`config.mk`:
```
export PLATFORM = sky130hd
export DESIGN_NAME = acs_scheduler
export DESIGN_NICKNAME = d
export VERILOG_FILES = /design/src/hw/acs_pkg.sv /design/src/hw/acs_scheduler.sv
export SDC_FILE = /design/constraint.sdc
export NUM_CORES = 1
export LEC_CHECK = 0
export ABC_CLOCK_PERIOD_IN_PS = 7100
export BUFFER_PORTS_ARGS = -buffer_cell sky130_fd_sc_hd__clkbuf_2
export CELL_PAD_IN_SITES_DETAIL_PLACEMENT = 0
export CELL_PAD_IN_SITES_GLOBAL_PLACEMENT = 1
export CORE_ASPECT_RATIO = 1.25
export CORE_MARGIN = 2
export CORE_UTILIZATION = 46
export DETAILED_ROUTE_END_ITERATION = 8
export PLACE_DENSITY_LB_ADDON = 0.1
export SLEW_MARGIN = 20
export SYNTH_ARGS = -nofsm -noshare
export SYNTH_HDL_FRONTEND = slang
export SYNTH_SLANG_ARGS = --single-unit
```
`constraint.sdc`:
```
create_clock -name clock_in -period 7.1 [get_ports clock_in]
set_input_delay 0.71 -clock clock_in [delete_from_list [all_inputs] [get_ports clock_in]]
set_output_delay 0.71 -clock clock_in [all_outputs]
set_load 0.01 [all_outputs]
```
`src/hw/acs_pkg.sv`:
```
// Constants shared by the conversion scheduler: register map, fields, timing tables
package acs_pkg;

    // ==========================================================
    // Register map
    localparam logic [5:0] ADDR_CONFIG = 6'h00;
    localparam logic [5:0] ADDR_ADC_SETTINGS = 6'h01;
    localparam logic [15:0] CONFIG_RESET = 16'h0000;
    localparam logic [15:0] ADC_SETTINGS_RESET = 16'hFB68;

    // ==========================================================
    // Field positions
    localparam int MODE_LSB = 12;
    localparam int BUS_CT_LSB = 9;
    localparam int SHUNT_CT_LSB = 6;
    localparam int TEMP_CT_LSB = 3;
    localparam int AVG_LSB = 0;
    localparam int CFG_SRST_BIT = 15;
    localparam int CFG_DELAY_LSB = 6;
    localparam int CFG_RANGE_BIT = 4;

    // ==========================================================
    // Timing
    localparam int unsigned CLOCK_PERIOD_PS = 25000;
    localparam int unsigned US_IN_PS = 1000000;
    localparam int unsigned US_TICK_CYCLES = US_IN_PS / CLOCK_PERIOD_PS;
    localparam int unsigned DELAY_STEP_MS = 2;
    localparam int unsigned DELAY_STEP_US = DELAY_STEP_MS * 1000;

    // Conversion time in microseconds, indexed by the 3-bit time code
    localparam logic [12:0] CONV_TIME_US [8] = '{
        13'h0032, 13'h0054, 13'h0096, 13'h0118,
        13'h021C, 13'h041C, 13'h081A, 13'h1018
    };

    // Samples averaged per result, indexed by the 3-bit averaging code
    localparam logic [10:0] AVG_SAMPLES [8] = '{
        11'h001, 11'h004, 11'h010, 11'h040,
        11'h080, 11'h100, 11'h200, 11'h400
    };

    // ==========================================================
    // Scheduler states and channel numbers
    typedef enum logic [1:0] {
        ST_IDLE = 2'b00,
        ST_DELAY = 2'b01,
        ST_CONV = 2'b10
    } acs_state_type;

    localparam logic [1:0] CHAN_BUS = 2'h0;
    localparam logic [1:0] CHAN_SHUNT = 2'h1;
    localparam logic [1:0] CHAN_TEMP = 2'h2;

endpackage

```
`src/hw/acs_scheduler.sv`:
```
// Conversion scheduler: settings registers and the channel/averaging sequencer
`timescale 1ns/1ps

// How it works
// - Mode field bits 15-12, reset Fh; codes 0h and 8h shut conversions down.
// - Codes 1h-7h run one pass over the channels picked by the low bits.
// - Codes 9h-Fh convert the picked channels over and over without stopping.
// - Bus time field bits 11-9, reset 5h, picks 50 to 4120 us.
// - Shunt time field bits 8-6, reset 5h, same eight-step time encoding.
// - Temperature time field bits 5-3, reset 5h, same eight-step time encoding.
// - Averaging field bits 2-0, reset 0h, picks 1 to 1024 samples per result.
// - The averaging count applies to every enabled channel.
// - Results update only once the whole averaging run has finished.
// - First conversion after start-up waits the programmed delay in 2 ms steps.
// - Writing the reset bit restores all registers to defaults; the bit self-clears.
module acs_scheduler #(
    parameter int unsigned US_TICK_CYCLES = acs_pkg::US_TICK_CYCLES,
    parameter int unsigned DELAY_STEP_US = acs_pkg::DELAY_STEP_US
) (
    // Clock and reset
    input wire logic clock_in,
    input wire logic srst_in,
    // Register port
    input wire logic reg_wr_in,
    input wire logic reg_rd_in,
    input wire logic [5:0] reg_addr_in,
    input wire logic [15:0] reg_wdata_in,
    output logic [15:0] reg_rdata_out,
    // Converter control
    output logic conv_start_out,
    output logic [1:0] conv_channel_out,
    output logic conv_busy_out,
    output logic sample_done_out,
    output logic [2:0] result_update_out,
    output logic adc_range_out
);

    // ==========================================================
    // Registers
    logic [15:0] settings_reg;
    logic [7:0] delay_code_reg;
    logic range_reg;
    logic soft_rst;
    logic sys_rst;
    logic wr_settings;

    assign soft_rst = reg_wr_in && (reg_addr_in == acs_pkg::ADDR_CONFIG)
                      && reg_wdata_in[acs_pkg::CFG_SRST_BIT];
    assign sys_rst = srst_in | soft_rst;
    assign wr_settings = reg_wr_in && !soft_rst && (reg_addr_in == acs_pkg::ADDR_ADC_SETTINGS);

    // Reset bit is never stored, so it reads back as zero
    always_ff @(posedge clock_in) begin
        if (sys_rst) begin
            settings_reg <= acs_pkg::ADC_SETTINGS_RESET;
        end else if (wr_settings) begin
            settings_reg <= reg_wdata_in;
        end
    end

    always_ff @(posedge clock_in) begin
        if (sys_rst) begin
            delay_code_reg <= acs_pkg::CONFIG_RESET[acs_pkg::CFG_DELAY_LSB +: 8];
            range_reg <= acs_pkg::CONFIG_RESET[acs_pkg::CFG_RANGE_BIT];
        end else if (reg_wr_in && reg_addr_in == acs_pkg::ADDR_CONFIG) begin
            delay_code_reg <= reg_wdata_in[acs_pkg::CFG_DELAY_LSB +: 8];
            range_reg <= reg_wdata_in[acs_pkg::CFG_RANGE_BIT];
        end
    end

    always_ff @(posedge clock_in) begin
        if (srst_in) begin
            reg_rdata_out <= 16'h0000;
        end else if (reg_rd_in) begin
            case (reg_addr_in)
                acs_pkg::ADDR_CONFIG: begin
                    reg_rdata_out <= {2'h0, delay_code_reg, 1'b0, range_reg, 4'h0};
                end
                acs_pkg::ADDR_ADC_SETTINGS: begin
                    reg_rdata_out <= settings_reg;
                end
                default: begin
                    reg_rdata_out <= 16'h0000;
                end
            endcase
        end
    end

    assign adc_range_out = range_reg;

    // ==========================================================
    // Decoded settings
    logic [3:0] mode;
    logic [2:0] chan_en;
    logic continuous;
    logic [10:0] avg_samples;

    assign mode = settings_reg[acs_pkg::MODE_LSB +: 4];
    // Low three mode bits are the bus/shunt/temperature enables; bit 3 picks repeat
    assign chan_en = mode[2:0];
    assign continuous = mode[3];
    assign avg_samples = acs_pkg::AVG_SAMPLES[settings_reg[acs_pkg::AVG_LSB +: 3]];

    // ==========================================================
    // Sequencer
    acs_pkg::acs_state_type state_reg;
    acs_pkg::acs_state_type state_next;
    logic [1:0] chan_reg;
    logic [19:0] time_cnt_reg;
    logic [15:0] div_cnt_reg;
    logic [10:0] round_reg;
    logic trig_pending_reg;
    logic first_done_reg;
    logic us_tick;
    logic launch;
    logic done_sample;
    logic wrap;
    logic last_round;
    logic run_ok;
    logic [1:0] first_chan;
    logic [1:0] next_chan;
    logic [1:0] launch_chan;
    logic [2:0] ct_code;
    logic [19:0] conv_target;
    logic [19:0] delay_target;

    assign us_tick = (div_cnt_reg == 16'(US_TICK_CYCLES - 1));
    assign run_ok = (chan_en != 3'h0) && (continuous || trig_pending_reg);
    assign last_round = (round_reg == avg_samples - 11'h001);
    assign delay_target = 20'(32'(delay_code_reg) * DELAY_STEP_US);

    always_comb begin
        case (chan_reg)
            acs_pkg::CHAN_BUS: ct_code = settings_reg[acs_pkg::BUS_CT_LSB +: 3];
            acs_pkg::CHAN_SHUNT: ct_code = settings_reg[acs_pkg::SHUNT_CT_LSB +: 3];
            default: ct_code = settings_reg[acs_pkg::TEMP_CT_LSB +: 3];
        endcase
    end

    assign conv_target = {7'h00, acs_pkg::CONV_TIME_US[ct_code]};

    // Channel order within a pass is bus, shunt, temperature
    always_comb begin
        first_chan = chan_en[0] ? acs_pkg::CHAN_BUS
                   : (chan_en[1] ? acs_pkg::CHAN_SHUNT : acs_pkg::CHAN_TEMP);
        next_chan = first_chan;
        wrap = 1'b1;
        if (chan_reg == acs_pkg::CHAN_BUS && chan_en[1]) begin
            next_chan = acs_pkg::CHAN_SHUNT;
            wrap = 1'b0;
        end else if (chan_reg != acs_pkg::CHAN_TEMP && chan_en[2]) begin
            next_chan = acs_pkg::CHAN_TEMP;
            wrap = 1'b0;
        end
    end

    assign launch_chan = (state_reg == acs_pkg::ST_CONV) ? next_chan : first_chan;

    always_comb begin
        state_next = state_reg;
        launch = 1'b0;
        done_sample = 1'b0;
        case (state_reg)
            acs_pkg::ST_IDLE: begin
                if (run_ok) begin
                    if (!first_done_reg && delay_target != 20'h00000) begin
                        state_next = acs_pkg::ST_DELAY;
                    end else begin
                        state_next = acs_pkg::ST_CONV;
                        launch = 1'b1;
                    end
                end
            end
            acs_pkg::ST_DELAY: begin
                if (us_tick && time_cnt_reg == delay_target - 20'h00001) begin
                    state_next = acs_pkg::ST_CONV;
                    launch = 1'b1;
                end
            end
            acs_pkg::ST_CONV: begin
                if (us_tick && time_cnt_reg == conv_target - 20'h00001) begin
                    done_sample = 1'b1;
                    // Single shot stops after the last averaging round of one pass
                    if (!wrap || !last_round || continuous) begin
                        launch = 1'b1;
                    end else begin
                        state_next = acs_pkg::ST_IDLE;
                    end
                end
            end
            default: begin
                state_next = acs_pkg::ST_IDLE;
            end
        endcase
        // A settings write aborts the pass so no result mixes two setups
        if (wr_settings) begin
            state_next = acs_pkg::ST_IDLE;
            launch = 1'b0;
            done_sample = 1'b0;
        end
    end

    always_ff @(posedge clock_in) begin
        if (sys_rst) begin
            state_reg <= acs_pkg::ST_IDLE;
        end else begin
            state_reg <= state_next;
        end
    end

    // Divider restarts with each phase so every duration is exact in cycles
    always_ff @(posedge clock_in) begin
        if (sys_rst || launch || state_next != state_reg || us_tick) begin
            div_cnt_reg <= 16'h0000;
        end else begin
            div_cnt_reg <= div_cnt_reg + 16'h0001;
        end
    end

    always_ff @(posedge clock_in) begin
        if (sys_rst || launch || state_next != state_reg) begin
            time_cnt_reg <= 20'h00000;
        end else if (us_tick) begin
            time_cnt_reg <= time_cnt_reg + 20'h00001;
        end
    end

    // Averaging round counter shared by all enabled channels
    always_ff @(posedge clock_in) begin
        if (sys_rst || state_reg != acs_pkg::ST_CONV || wr_settings) begin
            round_reg <= 11'h000;
        end else if (done_sample && wrap) begin
            round_reg <= last_round ? 11'h000 : round_reg + 11'h001;
        end
    end

    always_ff @(posedge clock_in) begin
        if (sys_rst) begin
            trig_pending_reg <= 1'b0;
        end else if (wr_settings) begin
            trig_pending_reg <= !reg_wdata_in[acs_pkg::MODE_LSB + 3]
                                && (reg_wdata_in[acs_pkg::MODE_LSB +: 3] != 3'h0);
        end else if (state_reg == acs_pkg::ST_IDLE && state_next != acs_pkg::ST_IDLE) begin
            trig_pending_reg <= 1'b0;
        end
    end

    always_ff @(posedge clock_in) begin
        if (sys_rst) begin
            first_done_reg <= 1'b0;
        end else if (launch) begin
            first_done_reg <= 1'b1;
        end
    end

    always_ff @(posedge clock_in) begin
        if (sys_rst) begin
            chan_reg <= acs_pkg::CHAN_BUS;
        end else if (launch) begin
            chan_reg <= launch_chan;
        end
    end

    // ==========================================================
    // Converter outputs
    always_ff @(posedge clock_in) begin
        if (sys_rst) begin
            conv_start_out <= 1'b0;
            sample_done_out <= 1'b0;
            result_update_out <= 3'h0;
        end else begin
            conv_start_out <= launch;
            sample_done_out <= done_sample;
            // All enabled results update together after the final round
            result_update_out <= (done_sample && wrap && last_round)
                                 ? chan_en : 3'h0;
        end
    end

    assign conv_channel_out = chan_reg;
    assign conv_busy_out = (state_reg == acs_pkg::ST_CONV);

endmodule // acs_scheduler

```
==> results.md <==
- Synth Flop Type: dfxtp_1
- Kind of critical path: reg -> reg
- Initial core utilization: 46.8%
- Worst skew pair latency: 360 ps
- Post-DP HPWL: 13.7 mm
- Register area share after synthesis: 27.5%
- TritonCTS clock tree: built
- Root Buffer: clkbuf_16
- Fillers: 1,510
- Synth cell count leaders: 109 x nor2_1, 99 x dfxtp_1, 80 x nand2_1
- Die Span X: 116 µm
- Die extent in y: 144 µm
- Avg Vias per Cell: 5.52
- Mapped Avg Cell Area: 8.07 µm²
- WL final: 17.6 mm
- Ant diodes: 0
- # rows: 51
- Post-Syn Nets: 989
- Crit start category: register
- CTS max path bufs: 2
- Initial antenna violation count: 0
- Iter 0 DRT Violations: 338
- H-tree depth: 3
- Largest area contributor in the netlist: dfxtp_1
- Num Clock Sinks: 99
- Mapped Area: 7220 µm²
- Max-slew headroom: 41.8%
- CP endpoint kind: register
- # hold bufs at CTS: 0
- Via count: 6,266
- Drt first pass iters: 5
- Detail Route Antenna Nets: 0
- Number of global-route vias before repair: 6,092
- RSZ-0062 raised after global routing: false
- Max Cap Viol: 0
- Die area: 16,700 µm²
- Total track usage: 22.3%
- Number of I/O port buffers: 50
- Unique masters post-synth: 73
- YS warnings: 0
- Cell with the most instances after synthesis: nor2_1
- Peak Freq: 155 MHz
- Setup TNS: 0 ps
- Dpl cell area: 7570 µm²
- Post-synth top area share: 27.5%
- Final setup vio count: 0
- Post-route design area: 7880 µm²
- Pwr/cell area: 160 nW/µm²
- Endpoints failing hold: 0
- Resize count post-CTS: 0
- Core region area: 15,400 µm²
- Routability congestion estimate: 0.873
- Synth async-reset ratio: 0%
- Leakage: 0.00336 µW
- Worst min path class: reg -> reg
- Final Util: 51.0%
- Fin cells: 1,135
- CP max FO: 36
- Post-layout power: 1260 µW
- Area Growth Syn to Fin: 9.12%
- Clock transition at the registers of the reported paths: 80 ps
- Layout Nets: 1,012
- Period utilization: 90.8%
- Drc violations: 0
- Peak VDD IR: 102 µV
- Top cells by area, synth: dfxtp_1 27%, ha_1 8.0%, fa_1 6.1%, nor2_1 5.7%, nand2_1 4.2%
- Largest net degree at the start of global routing: 37
- First-pass GRT wire length: 30.0 mm
- Actual slew at the worst max-slew pin: 870 ps
- Outcome: finished, final reports clean
- Max FFs per register: 20
- Worst Skew: 10.4 ps
- I/O pin cnt: 51
- Postcts setup bufs: 0
- Final min period: 6450 ps
- Post-synth EDFFs: 0
- Share of post-route cells with drive strength above 1: 10.3%
- CP required: 7330 ps
- Syn Inst Count: 895
- Inst Count DP: 1,119
- Max-slew violation count: 0
- Synth Register Bits: 99
- Critical Path AT: 6680 ps
- Aggregate global routing overflow: 0
- CTS buffer count: 9
- WL per Instance: 15.5 µm
==> path summary, 6_finish.rpt <==
path | from | end | slack, ps | depth (start not counted)
worst max register to register | delay_code_reg[1]$_SDFFE_PP0P_ | time_cnt_reg[18]$_SDFFE_PP0P_ | 650 | 18
worst min register to register | div_cnt_reg[0]$_SDFF_PP0_ | div_cnt_reg[0]$_SDFF_PP0_ | 470 | 1
worst min-delay path | div_cnt_reg[0]$_SDFF_PP0_ | div_cnt_reg[0]$_SDFF_PP0_ | 470 | 1
worst max-delay path | delay_code_reg[1]$_SDFFE_PP0P_ | time_cnt_reg[18]$_SDFFE_PP0P_ | 650 | 18
==> critical path: stages (launching register included) <==
cell	delay (ps)
dfxtp_1	600
fa_1	520
inv_1	90
fa_1	440
fa_1	550
inv_1	60
fa_1	460
ha_1	350
o21ai_0	160
o211a_1	250
nor3_1	550
o221ai_2	270
or4_4	480
o31ai_1	560
a32oi_1	150
o21ai_0	240
a31o_1	130
buf_4	340
nor2_1	100
==> cell usage in the layout, fill, tap and decap left out, types with 6 or more instances in the layout <==
cell type and count:
a21oi_1 49, o21a_1 6, dfxtp_1 99, or2_2 7
xnor2_1 34, mux2i_1 17, nand4_1 14, fa_1 22
ha_1 46, a31oi_1 8, and2_1 6, clkbuf_16 9
a21o_1 11, or4_1 8, o211ai_1 9, nor2_1 108
and3_1 12, nor2b_1 18, nand2_1 80, inv_1 68
xor2_1 27, o31ai_1 6, nor4_1 8, nor3_1 28
or3_1 7, nand2b_1 7, o21ai_0 29, nand3_1 42
clkbuf_2 50
==> where the power goes <==
group	switching (µW)	total (µW)	internal [µW]
logic	103	165	61.8
registers	17.2	582	565
clock network	254	510	256
==> logic make-up after synthesis <==
group / after synthesis / share of synthesized area (%)
multiplexers: 22 / 3.14
buffers and inverters: 109 / 6.19
AND/OR/NAND/NOR: 365 / 24.9
AO/OA/AOI/OAI: 168 / 15.9
XOR/XNOR: 64 / 8.37
flip-flops: 99 / 27.5
adder cells (fa/ha/maj): 68 / 14.1
==> layout make-up <==
class | count | area (µm²) | share of cell area (%)
inverters | 68 | 255 | 3.24
flip-flops and latches | 99 | 1980 | 25.2
multi-input cells | 687 | 4790 | 60.8
clock buffers | 9 | 225 | 2.86
clock inverters | 7 | 83.8 | 1.06
well taps | 212 | 265 | 3.37
repair buffers | 53 | 273 | 3.46
==> metal layers <==
metal | GRT usage (%) | vias up | wire length (µm)
met4 | 8.27 | 0 | 517
met3 | 3.10 | 35 | 666
li1 | - | 3163 | -
met5 | 0 | - | 0
met1 | 28.3 | 2923 | 8040
met2 | 38.4 | 145 | 8400
==> per-stage QoR <==
step	setup WS (ps)	hold WS, ps
2_1_floorplan	1590	428
3_3_place_gp	833	446
3_5_place_dp	703	458
4_1_cts	638	467
5_1_grt	115	483
6_report	654	468
Power figures use the tool's default switching activity.
